--- src/verilog/buck_prot_pkg.sv ---
/*
 * constants for the dual buck protection logic: register map, field
 * positions, reset values and timing counts.
 * assumes a 125 MHz hclk and 32-bit word-aligned register access.
 */
package buck_prot_pkg;

    // ------------------------------------------------------------
    // clock and timing
    // ------------------------------------------------------------
    localparam int CLK_PERIOD_NS     = 8;
    localparam int DEAD_TIME_NS      = 20;
    localparam int DEAD_TIME_CYCLES  = (DEAD_TIME_NS + CLK_PERIOD_NS - 1) / CLK_PERIOD_NS;
    localparam int DEAD_W            = 4;

    // ------------------------------------------------------------
    // register map
    // ------------------------------------------------------------
    localparam logic [7:0] CTRL_OFFSET   = 8'h00;
    localparam logic [7:0] STATUS_OFFSET = 8'h04;

    localparam int CTRL_DEAD_LSB   = 0;
    localparam logic [DEAD_W-1:0] CTRL_DEAD_RESET = DEAD_W'(DEAD_TIME_CYCLES);

    localparam int STAT_FAULT_A    = 0;
    localparam int STAT_FAULT_B    = 1;
    localparam int STAT_SHUTDOWN   = 2;
    localparam int STAT_HS_A       = 3;
    localparam int STAT_LS_A       = 4;
    localparam int STAT_HS_B       = 5;
    localparam int STAT_LS_B       = 6;

    localparam logic [1:0] HTRANS_NONSEQ = 2'h2;

endpackage

--- src/verilog/buck_prot_top.sv ---
/*
 * protection and fault-flag logic of a dual synchronous buck stage with an
 * AHB-Lite register slave (zero wait state, always OKAY).
 * assumes pin inputs are asynchronous and the thermal comparators give
 * level outputs for the trip point and the hysteresis lower edge.
 */
`timescale 1ns/100ps

// Functional notes
// each channel latches its fault flag high when its high-side current passes the limit.
// while a channel's limit is tripped its high-side pulse is cut short.
// a channel's fault flag clears after one whole switching cycle without over-current.
// above 170 C the device shuts down, stops switching and raises the fault flags.
// after shutdown flags clear and switching resumes only below the hysteresis lower edge.
// in shutdown the temperature output is pulled to the logic rail and all switches are off.
// each channel has its own digital fault flag output readable by the controller.
// in sync mode with pwm high the high side is on and the low side off.
// in sync mode with pwm low the low side is on, with a dead time between transitions.
// with sync rectification off the low side stays off and pwm drives only the high side.
// a switching cycle runs from one pwm rising edge to the next.
module buck_prot_top (
    input  wire logic        hclk,
    input  wire logic        hresetn,
    input  wire logic        hsel,
    input  wire logic [7:0]  haddr,
    input  wire logic [1:0]  htrans,
    input  wire logic        hwrite,
    input  wire logic [2:0]  hsize,
    input  wire logic [31:0] hwdata,
    input  wire logic        hready,
    output logic [31:0]      hrdata,
    output logic             hreadyout,
    output logic             hresp,
    input  wire logic        chan_a_pwm,
    input  wire logic        chan_b_pwm,
    input  wire logic        chan_a_sync_rectifier_enable,
    input  wire logic        chan_b_sync_rectifier_enable,
    input  wire logic        chan_a_over_current,
    input  wire logic        chan_b_over_current,
    input  wire logic        temp_above_trip,
    input  wire logic        temp_below_hyst,
    output logic             chan_a_hs_gate,
    output logic             chan_a_ls_gate,
    output logic             chan_b_hs_gate,
    output logic             chan_b_ls_gate,
    output logic             chan_a_fault_flag,
    output logic             chan_b_fault_flag,
    output logic             die_temp_sense_out
);

    localparam int NPIN = 8;
    localparam int DW   = buck_prot_pkg::DEAD_W;

    logic [NPIN-1:0] pin_meta;
    logic [NPIN-1:0] pin_sync;
    logic            shutdown;
    logic [DW-1:0]   dead_cycles;
    logic            wr_pend;
    logic [7:0]      wr_addr;
    logic            fault_a;
    logic            fault_b;
    logic            hs_a;
    logic            ls_a;
    logic            hs_b;
    logic            ls_b;

    // ------------------------------------------------------------
    // pin synchronisers
    // ------------------------------------------------------------
    wire [NPIN-1:0] pins = {temp_below_hyst, temp_above_trip,
                            chan_b_over_current, chan_a_over_current,
                            chan_b_sync_rectifier_enable, chan_a_sync_rectifier_enable,
                            chan_b_pwm, chan_a_pwm};

    always_ff @(posedge hclk or negedge hresetn)
    begin
        if (!hresetn)
        begin
            pin_meta <= '0;
            pin_sync <= '0;
        end
        else
        begin
            pin_meta <= pins;
            pin_sync <= pin_meta;
        end
    end

    wire over_temp = pin_sync[6];
    wire cooled    = pin_sync[7];

    // ------------------------------------------------------------
    // thermal shutdown
    // ------------------------------------------------------------
    always_ff @(posedge hclk or negedge hresetn)
    begin
        if (!hresetn)
            shutdown <= 1'b0;
        // enter on over-temperature
        else if (over_temp)
            shutdown <= 1'b1;
        // leave below hysteresis
        else if (cooled)
            shutdown <= 1'b0;
    end

    // ------------------------------------------------------------
    // channels
    // ------------------------------------------------------------
    buck_channel #(.DEAD_W(DW)) chan_a (
        .hclk                  (hclk),
        .hresetn               (hresetn),
        .pwm                   (pin_sync[0]),
        .sync_rectifier_enable (pin_sync[2]),
        .over_current          (pin_sync[4]),
        .shutdown              (shutdown),
        .dead_cycles           (dead_cycles),
        .hs_gate               (hs_a),
        .ls_gate               (ls_a),
        .fault_flag            (fault_a)
    );

    buck_channel #(.DEAD_W(DW)) chan_b (
        .hclk                  (hclk),
        .hresetn               (hresetn),
        .pwm                   (pin_sync[1]),
        .sync_rectifier_enable (pin_sync[3]),
        .over_current          (pin_sync[5]),
        .shutdown              (shutdown),
        .dead_cycles           (dead_cycles),
        .hs_gate               (hs_b),
        .ls_gate               (ls_b),
        .fault_flag            (fault_b)
    );

    // ------------------------------------------------------------
    // outputs
    // ------------------------------------------------------------
    // switches forced off in shutdown
    assign chan_a_hs_gate     = hs_a & ~shutdown;
    assign chan_a_ls_gate     = ls_a & ~shutdown;
    assign chan_b_hs_gate     = hs_b & ~shutdown;
    assign chan_b_ls_gate     = ls_b & ~shutdown;
    // one flag per channel
    assign chan_a_fault_flag  = fault_a | shutdown;
    assign chan_b_fault_flag  = fault_b | shutdown;
    // sense output at rail
    assign die_temp_sense_out = shutdown;

    // ------------------------------------------------------------
    // register slave
    // ------------------------------------------------------------
    wire addr_phase = hsel & hready & htrans[1];
    wire rd_ctrl    = haddr == buck_prot_pkg::CTRL_OFFSET;
    wire rd_status  = haddr == buck_prot_pkg::STATUS_OFFSET;

    wire [31:0] status_word = {25'h0000000, ls_b & ~shutdown, hs_b & ~shutdown,
                               ls_a & ~shutdown, hs_a & ~shutdown, shutdown,
                               fault_b | shutdown, fault_a | shutdown};
    wire [31:0] ctrl_word   = {{(32 - DW){1'b0}}, dead_cycles};
    wire [31:0] next_hrdata = rd_ctrl   ? ctrl_word :
                              rd_status ? status_word : 32'h00000000;

    assign hreadyout = 1'b1;
    assign hresp     = 1'b0;

    always_ff @(posedge hclk or negedge hresetn)
    begin
        if (!hresetn)
        begin
            wr_pend <= 1'b0;
            wr_addr <= 8'h00;
            hrdata  <= 32'h00000000;
        end
        else
        begin
            wr_pend <= addr_phase & hwrite;
            if (addr_phase)
                wr_addr <= haddr;
            if (addr_phase && !hwrite)
                hrdata <= next_hrdata;
        end
    end

    always_ff @(posedge hclk or negedge hresetn)
    begin
        if (!hresetn)
            dead_cycles <= buck_prot_pkg::CTRL_DEAD_RESET;
        else if (wr_pend && wr_addr == buck_prot_pkg::CTRL_OFFSET)
            dead_cycles <= hwdata[buck_prot_pkg::CTRL_DEAD_LSB +: DW];
    end

    // ------------------------------------------------------------
    // checks
    // ------------------------------------------------------------
    property p_enter_shutdown;
        @(posedge hclk) disable iff (!hresetn)
        over_temp |=> shutdown && chan_a_fault_flag && chan_b_fault_flag;
    endproperty
    a_enter_shutdown: assert property (p_enter_shutdown)
        else $error("shutdown or flags missing after over-temperature");

    property p_hold_shutdown;
        @(posedge hclk) disable iff (!hresetn)
        (shutdown && !cooled) |=> shutdown;
    endproperty
    a_hold_shutdown: assert property (p_hold_shutdown)
        else $error("shutdown left before cooling");

    property p_leave_shutdown;
        @(posedge hclk) disable iff (!hresetn)
        (shutdown && cooled && !over_temp) |=> !shutdown;
    endproperty
    a_leave_shutdown: assert property (p_leave_shutdown)
        else $error("shutdown not left after cooling");

    property p_shutdown_outputs;
        @(posedge hclk) disable iff (!hresetn)
        shutdown |-> die_temp_sense_out && !chan_a_hs_gate && !chan_a_ls_gate
                     && !chan_b_hs_gate && !chan_b_ls_gate;
    endproperty
    a_shutdown_outputs: assert property (p_shutdown_outputs)
        else $error("switching or sense output wrong in shutdown");

    property p_flag_pin_to_out;
        @(posedge hclk) disable iff (!hresetn)
        $rose(pin_sync[4]) |=> chan_a_fault_flag;
    endproperty
    a_flag_pin_to_out: assert property (p_flag_pin_to_out)
        else $error("channel a flag output missing");

endmodule

--- src/verilog/buck_channel.sv ---
/*
 * one buck channel: gate sequencing with dead time, high-side pulse
 * truncation and over-current fault flag.
 * assumes pwm, sre and over-current inputs are already synchronised to hclk.
 */
`timescale 1ns/100ps

module buck_channel #(
    parameter int DEAD_W = 4
) (
    input  wire logic              hclk,
    input  wire logic              hresetn,
    input  wire logic              pwm,
    input  wire logic              sync_rectifier_enable,
    input  wire logic              over_current,
    input  wire logic              shutdown,
    input  wire logic [DEAD_W-1:0] dead_cycles,
    output logic                   hs_gate,
    output logic                   ls_gate,
    output logic                   fault_flag
);

    logic              pwm_prev;
    logic              truncated;
    logic              oc_seen;
    logic [DEAD_W-1:0] dead_cnt;

    wire pwm_rise  = pwm & ~pwm_prev;
    wire both_off  = ~hs_gate & ~ls_gate;
    wire dead_done = both_off && (dead_cnt >= dead_cycles);
    wire hs_req    = pwm & ~truncated & ~over_current & ~shutdown;
    wire ls_req    = sync_rectifier_enable & ~pwm & ~shutdown;

    // ------------------------------------------------------------
    // cycle tracking and fault flag
    // ------------------------------------------------------------
    always_ff @(posedge hclk or negedge hresetn)
    begin
        if (!hresetn)
        begin
            pwm_prev   <= 1'b0;
            truncated  <= 1'b0;
            oc_seen    <= 1'b0;
            fault_flag <= 1'b0;
        end
        else
        begin
            pwm_prev <= pwm;
            // truncate until next cycle
            truncated <= over_current | (truncated & ~pwm_rise);
            // cycle ends at pwm rise
            oc_seen <= over_current | (oc_seen & ~pwm_rise);
            // latch on over-current
            // clear after clean cycle
            fault_flag <= over_current | (fault_flag & ~(pwm_rise & ~oc_seen));
        end
    end

    // ------------------------------------------------------------
    // gate drive with dead time
    // ------------------------------------------------------------
    always_ff @(posedge hclk or negedge hresetn)
    begin
        if (!hresetn)
        begin
            hs_gate  <= 1'b0;
            ls_gate  <= 1'b0;
            dead_cnt <= '0;
        end
        else
        begin
            // pwm high drives high side
            hs_gate <= hs_req & (hs_gate | dead_done);
            // low side only in sync mode
            ls_gate <= ls_req & (ls_gate | dead_done);
            if (!both_off)
                dead_cnt <= '0;
            else if (dead_cnt != {DEAD_W{1'b1}})
                dead_cnt <= dead_cnt + 1'b1;
        end
    end

    // ------------------------------------------------------------
    // checks
    // ------------------------------------------------------------
    property p_oc_sets_flag;
        @(posedge hclk) disable iff (!hresetn)
        over_current |=> fault_flag;
    endproperty
    a_oc_sets_flag: assert property (p_oc_sets_flag)
        else $error("fault flag not set after over-current");

    property p_truncate;
        @(posedge hclk) disable iff (!hresetn)
        over_current |=> !hs_gate;
    endproperty
    a_truncate: assert property (p_truncate)
        else $error("high side on while current limit tripped");

    property p_clear_clean;
        @(posedge hclk) disable iff (!hresetn)
        (pwm_rise && !oc_seen && !over_current) |=> !fault_flag;
    endproperty
    a_clear_clean: assert property (p_clear_clean)
        else $error("fault flag not cleared after clean cycle");

    property p_no_overlap;
        @(posedge hclk) disable iff (!hresetn)
        !(hs_gate && ls_gate) and ($fell(hs_gate) |-> !ls_gate);
    endproperty
    a_no_overlap: assert property (p_no_overlap)
        else $error("high and low side overlap");

    property p_ls_off_async;
        @(posedge hclk) disable iff (!hresetn)
        !sync_rectifier_enable |=> !ls_gate;
    endproperty
    a_ls_off_async: assert property (p_ls_off_async)
        else $error("low side on with sync rectification off");

    property p_hs_follows_pwm;
        @(posedge hclk) disable iff (!hresetn)
        (dead_done && hs_req) |=> hs_gate;
    endproperty
    a_hs_follows_pwm: assert property (p_hs_follows_pwm)
        else $error("high side not turned on");

endmodule

--- config.mk ---
export PLATFORM = sky130hd
export DESIGN_NAME = buck_prot_top
export DESIGN_NICKNAME = d
export VERILOG_FILES = /design/src/verilog/buck_prot_pkg.sv /design/src/verilog/buck_prot_top.sv /design/src/verilog/buck_channel.sv
export SDC_FILE = /design/constraint.sdc
export NUM_CORES = 1
export LEC_CHECK = 0
export BUFFER_PORTS_ARGS = -buffer_cell sky130_fd_sc_hd__buf_4
export CAP_MARGIN = 20
export CORE_MARGIN = 1
export CORE_UTILIZATION = 35
export DETAILED_ROUTE_END_ITERATION = 7
export PLACE_DENSITY = 0.7
export REMOVE_ABC_BUFFERS = 1
export SYNTH_ARGS = -nofsm -noshare
export SYNTH_HDL_FRONTEND = slang
export SYNTH_HIERARCHICAL = 1
export SYNTH_SLANG_ARGS = --single-unit
--- constraint.sdc ---
create_clock -name hclk -period 2.1 [get_ports hclk]
set_input_delay 0.105 -clock hclk [delete_from_list [all_inputs] [get_ports hclk]]
set_output_delay 0.105 -clock hclk [all_outputs]
set_load 0.01 [all_outputs]
# After elaboration in Yosys (flattened, before gate mapping)
# Index checks and enable logic that the tools add are counted.
# Widths: inputs -> output; s select.
# word_totals
out_inout_bits	41
in_bits	58
ff_bits	82
word_cells	110
# op_classes
muxes	8
eq_ne	5
bitwise_logic	64
n_reduce_logical	8
n_addsub	2
order_cmp	2
# op_table
op	n
$and 1x1->1	33
$not 1->1	19
$logic_not 8->1	2
$mux 4	4
$mux 7	2
$or 1x1->1	12
$add 4x1->4 const B	2
$eq 8x3->1 const B	1
$ge 4x4->1	2
$ne 4x4->1 const B	2
$logic_and 1x1->1	4
$ne 2x2->1 const B	2
$mux 1	2
$reduce_bool 2->1	1
$logic_not 1->1	1

# Depth between registers and ports, before layout
# depth
depth_word	6
ltp_mapped	5
depth_no_buf	5

# Hierarchy
# The synthesis kept the hierarchy.
# by_module_without_submodules
module	area_each_um2	cells_per_inst	n_inst
buck_prot_top	1522.7	119	1
buck_channel	519.2	46	2

# Worst setup path before layout
# Ideal clock, no wire load.
# synth_path
path_kind	reg2reg
from	register dead_cycles[1]
to	register chan_a.hs_gate
period_less_slack_ps	1481
slack_ps	619
arrival_ps	1355
stages_incl_launch_ff	6
cell_sequence	dfstp_2 > inv_1 > ha_1 > o211ai_1 > a21oi_1 > o311a_1
# synth_via
elab_chain_cells	4
# synth_lines
element	line_no	rtl
start: declaration	buck_prot_top.sv:57	logic [DW-1:0] dead_cycles;
start signal: assignment	buck_prot_top.sv:188	dead_cycles <= buck_prot_pkg::CTRL_DEAD_RESET;
start signal: assignment	buck_prot_top.sv:190	dead_cycles <= hwdata[buck_prot_pkg::CTRL_DEAD_LSB +: DW];
$ge 4x4->1	buck_channel.sv:30	wire dead_done = both_off && (dead_cnt >= dead_cycles);
$logic_and 1x1->1	buck_channel.sv:30	
$or 1x1->1	buck_channel.sv:73	hs_gate <= hs_req & (hs_gate | dead_done);
$and 1x1->1	buck_channel.sv:73	
end signal: assignment	buck_channel.sv:73	
end: declaration	buck_channel.sv:18	output logic hs_gate,
# Every way passes these cells.
# A chain may end at the register's enable or synchronous reset.

# Final worst setup path
# Ends and elaborated chain as after synthesis.

==> metrics.md <==
| Metric | Value |
|---|---|
| Status | `finished, final reports clean` |
| Clock-pin slew on the worst setup and hold paths | `approximately 0.06 ns` |
| Peak VDD IR | `0.467 mV` |
| Post-CTS sizing | `0` |
| Drt pass-1 iters | `4` |
| GRT Util Overall | `0.131` |
| Clk_lat worst skew | `0.33 ns` |
| Die X | `87.5 µm` |
| Worst setup EP type | `register` |
| Area of the mapped netlist | `2560 µm²` |
| Commonest non-fill, non-tap cell in the layout | `dfrtp_1` |
| TNS Setup | `0 ns` |
| Starting Density | `0.369` |
| IO Pins | `99` |
| Area of the multi-input gates | `~1000 µm²` |
| Critical path class | `register to register` |
| Worst setup path start | `dead_cycles[1]` |
| Max Fanout on Critical Path | `4` |
| DIE HEIGHT | `87.5 µm` |
| Unique masters post-synth | `32` |
| First-pass GRT wire length | `7490 µm` |
| Via count of the first global-routing pass | `1630` |
| Slew @ Worst Pin | `0.703 ns` |
| CORE AREA | `between 6000 and 7000 µm²` |
| NumNets Final | `between 300 and 400` |
| Yosys warning count | `6` |
| Slew Limit Fails | `0` |
| Worst hold slack | `0.0178 ns` |
| Clock sink count | `57` |
| Die ar. | `roughly 7700 µm²` |
| Root buffer cell | `clkbuf_8` |
| Final setup margin | `~0.53 ns` |
| Row count | `30` |
| Commonest non-fill, non-tap cells in the layout | `dfrtp_1, buf_4, conb_1` |
| Layout cells sized above 1 | `0.287` |
| Pin count of the biggest net entering global routing | `between 50 and 60` |
| Fillers | `between 600 and 700` |
| DRC | `0` |
| FMAX | `between 600 and 700 MHz` |
| Initial antenna violation count | `0` |
| Pre-CTS setup slack | `around 0.54 ns` |
| CTS max path bufs | `2` |
| Ant diodes | `0` |
| HP Class | `input pin to register` |
| Final Hold Viols | `0` |
| Crit path DAT | `approximately 1.8 ns` |
| Max-cap violations | `0` |
| Design Area, Final | `about 3200 µm²` |
| Synthesized area per cell | `~12 µm²` |
| H-tree depth | `3` |
| Period utilisation layout | `0.747` |
| Crit Reg-Reg Startpoint | `dead_cycles[1]` |
| Routed len/inst | `between 10 and 15 µm` |
| Clock Skews | `around 0.0048 ns` |
| Sequential fraction of the synthesis area | `0.558` |
| Leakage Power | `1.50 nW` |
| CTS tree | `yes` |
| Min-delay src | `hwdata[1]` |
| Slowest CP cell | `dfstp_2` |
| Layout area overhead | `23.2%` |
| RSZ-0062 raised after global routing | `no` |
| Critical Path RT | `between 2 and 2.5 ns` |
| Port bufs | `39` |
| Inserted Clock Buffers | `9` |
| Grt total ovfl | `0` |
| Cell Area, Placed | `approximately 2900 µm²` |
| Via density | `around 4.6` |
| Final HPWL from detailed placement | `~3200 µm` |
| Relative slew slack | `0.532` |
| # setup viols final | `0` |
| Sequential cell area | `between 1000 and 1500 µm²` |
| DRT antenna net count | `0` |
| Initial DRC Count | `44` |
| Startpoint Class | `register` |
| WL final | `roughly 4400 µm` |
| Pwr Density | `956 nW/µm²` |
| Post-synthesis register bit count | `57` |
| Crit-path max cell delay | `~0.55 ns` |
| Cell breakdown of the critical path | `inv_1 -> ha_1 -> o211ai_1 -> a21oi_1 -> o311a_1` |
| Post-synthesis cell count | `between 200 and 250` |
| Final min period | `about 1.6 ns` |
| Final GP Congestion | `between 0.7 and 0.8` |
| Vias after detailed routing | `~1.7k` |
[layer usage]
| metal | share of wire | vias to the layer above | GRT usage |
|---|---|---|---|
| li1 | - | 799 | - |
| met4 | 0.0094 | 0 | 0.0492 |
| met3 | 0.061 | 6 | 0.0490 |
| met1 | 0.49 | 804 | 0.170 |
| met2 | 0.44 | 69 | 0.201 |
| met5 | 0 | - | 0 |
[cell usage after synthesis (all sizes together)]
master / n / area share
clkbuf: 2 / 0.0029
mux2i: 6 / 0.023
nand4: 3 / 0.0073
a2111oi: 2 / 0.012
buf: 27 / 0.079
nand3: 5 / 0.0098
or2b: 2 / 0.0059
o31a: 2 / 0.0078
nand4b: 2 / 0.0068
inv: 12 / 0.018
a31oi: 2 / 0.0049
o211ai: 2 / 0.0059
conb: 2 / 0.0029
ha: 10 / 0.049
mux2: 12 / 0.053
nand2: 7 / 0.010
a21o: 7 / 0.021
a21oi: 2 / 0.0039
o311a: 2 / 0.0078
nor3: 8 / 0.016
dfstp: 2 / 0.021
nor2: 5 / 0.0073
nand3b: 1 / 0.0029
o21ai: 11 / 0.021
xnor2: 2 / 0.0068
nor2b: 6 / 0.015
nor4: 2 / 0.0098
nor4b: 4 / 0.019
nand2b: 4 / 0.0098
or2: 2 / 0.0049
dfrtp: 55 / 0.54
[worst max-delay path, delay by kind of cell, from the launching register on]
family                     cells  cell delay [ns]
buffers and inverters          1             0.05
DFF                            1             0.55
AOI/OAI and AO/OA              3             0.58
adders and majority gates      1             0.28
[metrics by stage]
stage                     utilization  std cells  power [mW]
after floorplan                     -        207        1.84
after global placement          0.412        342        1.99
after detailed placement        0.412        342        2.03
after CTS                       0.454        368        3.06
after global routing            0.454        368        3.24
final                           0.454        368        3.01
[sequential cells by signal, indices dropped and copies added (netlist names)]
register	cells
chan_b/pwm_prev	1
wr_pend	1
chan_a/fault_flag	1
chan_a/oc_seen	1
chan_a/ls_gate	1
chan_a/hs_gate	1
chan_b/dead_cnt	4
chan_a/truncated	1
hrdata	7
dead_cycles	4
wr_addr	8
chan_a/dead_cnt	4
chan_a/pwm_prev	1
pin_meta	8
chan_b/oc_seen	1
pin_sync	8
die_temp_sense_out	1
chan_b/hs_gate	1
chan_b/ls_gate	1
chan_b/fault_flag	1
chan_b/truncated	1
[logic make-up (layout without fill, tap and decap cells)]
logic type,Yosys count,count (layout),synth area share
simple gates,51,51,0.124
fa+ha+maj,10,10,0.0489
mux,18,18,0.0762
compound gates,30,30,0.0840
flops,57,57,0.558
other cells,2,27,0.00293
buf+inv,41,77,0.0997
xor+xnor,2,2,0.00684
[path summary, 6_finish.rpt]
path                             endpoint  slack, ns  depth (start not counted)
min in group asynchronous     pin_meta[4]       0.36                          2
setup reg to reg           chan_a/hs_gate       0.53                          5
max in group asynchronous      wr_addr[3]       1.26                          2
hold reg to reg               pin_sync[3]       0.35                          0
setup / recovery           chan_a/hs_gate       0.53                          5
hold / removal             dead_cycles[1]       0.02                          2
[cell type report]
cell class,count,area share
Multi-Input combinational cell,138,0.308
Sequential cell,57,0.453
Inverter,12,0.0143
Clock buffer,11,0.0448
Clock inverter,5,0.0175
Tap cell,96,0.0381
Timing Repair Buffer,49,0.125
[power breakdown]
| group | internal [mW] | switching [mW] | leakage [nW] |
|---|---|---|---|
| Sequential | 1.25 | 0.141 | 0.676 |
| Combinational | 0.319 | 0.308 | 0.728 |
| Clock | 0.575 | 0.418 | 0.0953 |
| Total | 2.15 | 0.867 | 1.50 |
[timing repair]
action | 4_1_cts | 5_1_grt
buffers inserted | 0 | 0
endpoints found under the hold margin | 64 | 0
hold buffers | 10 | 0
Power figures use the tool's default switching activity.
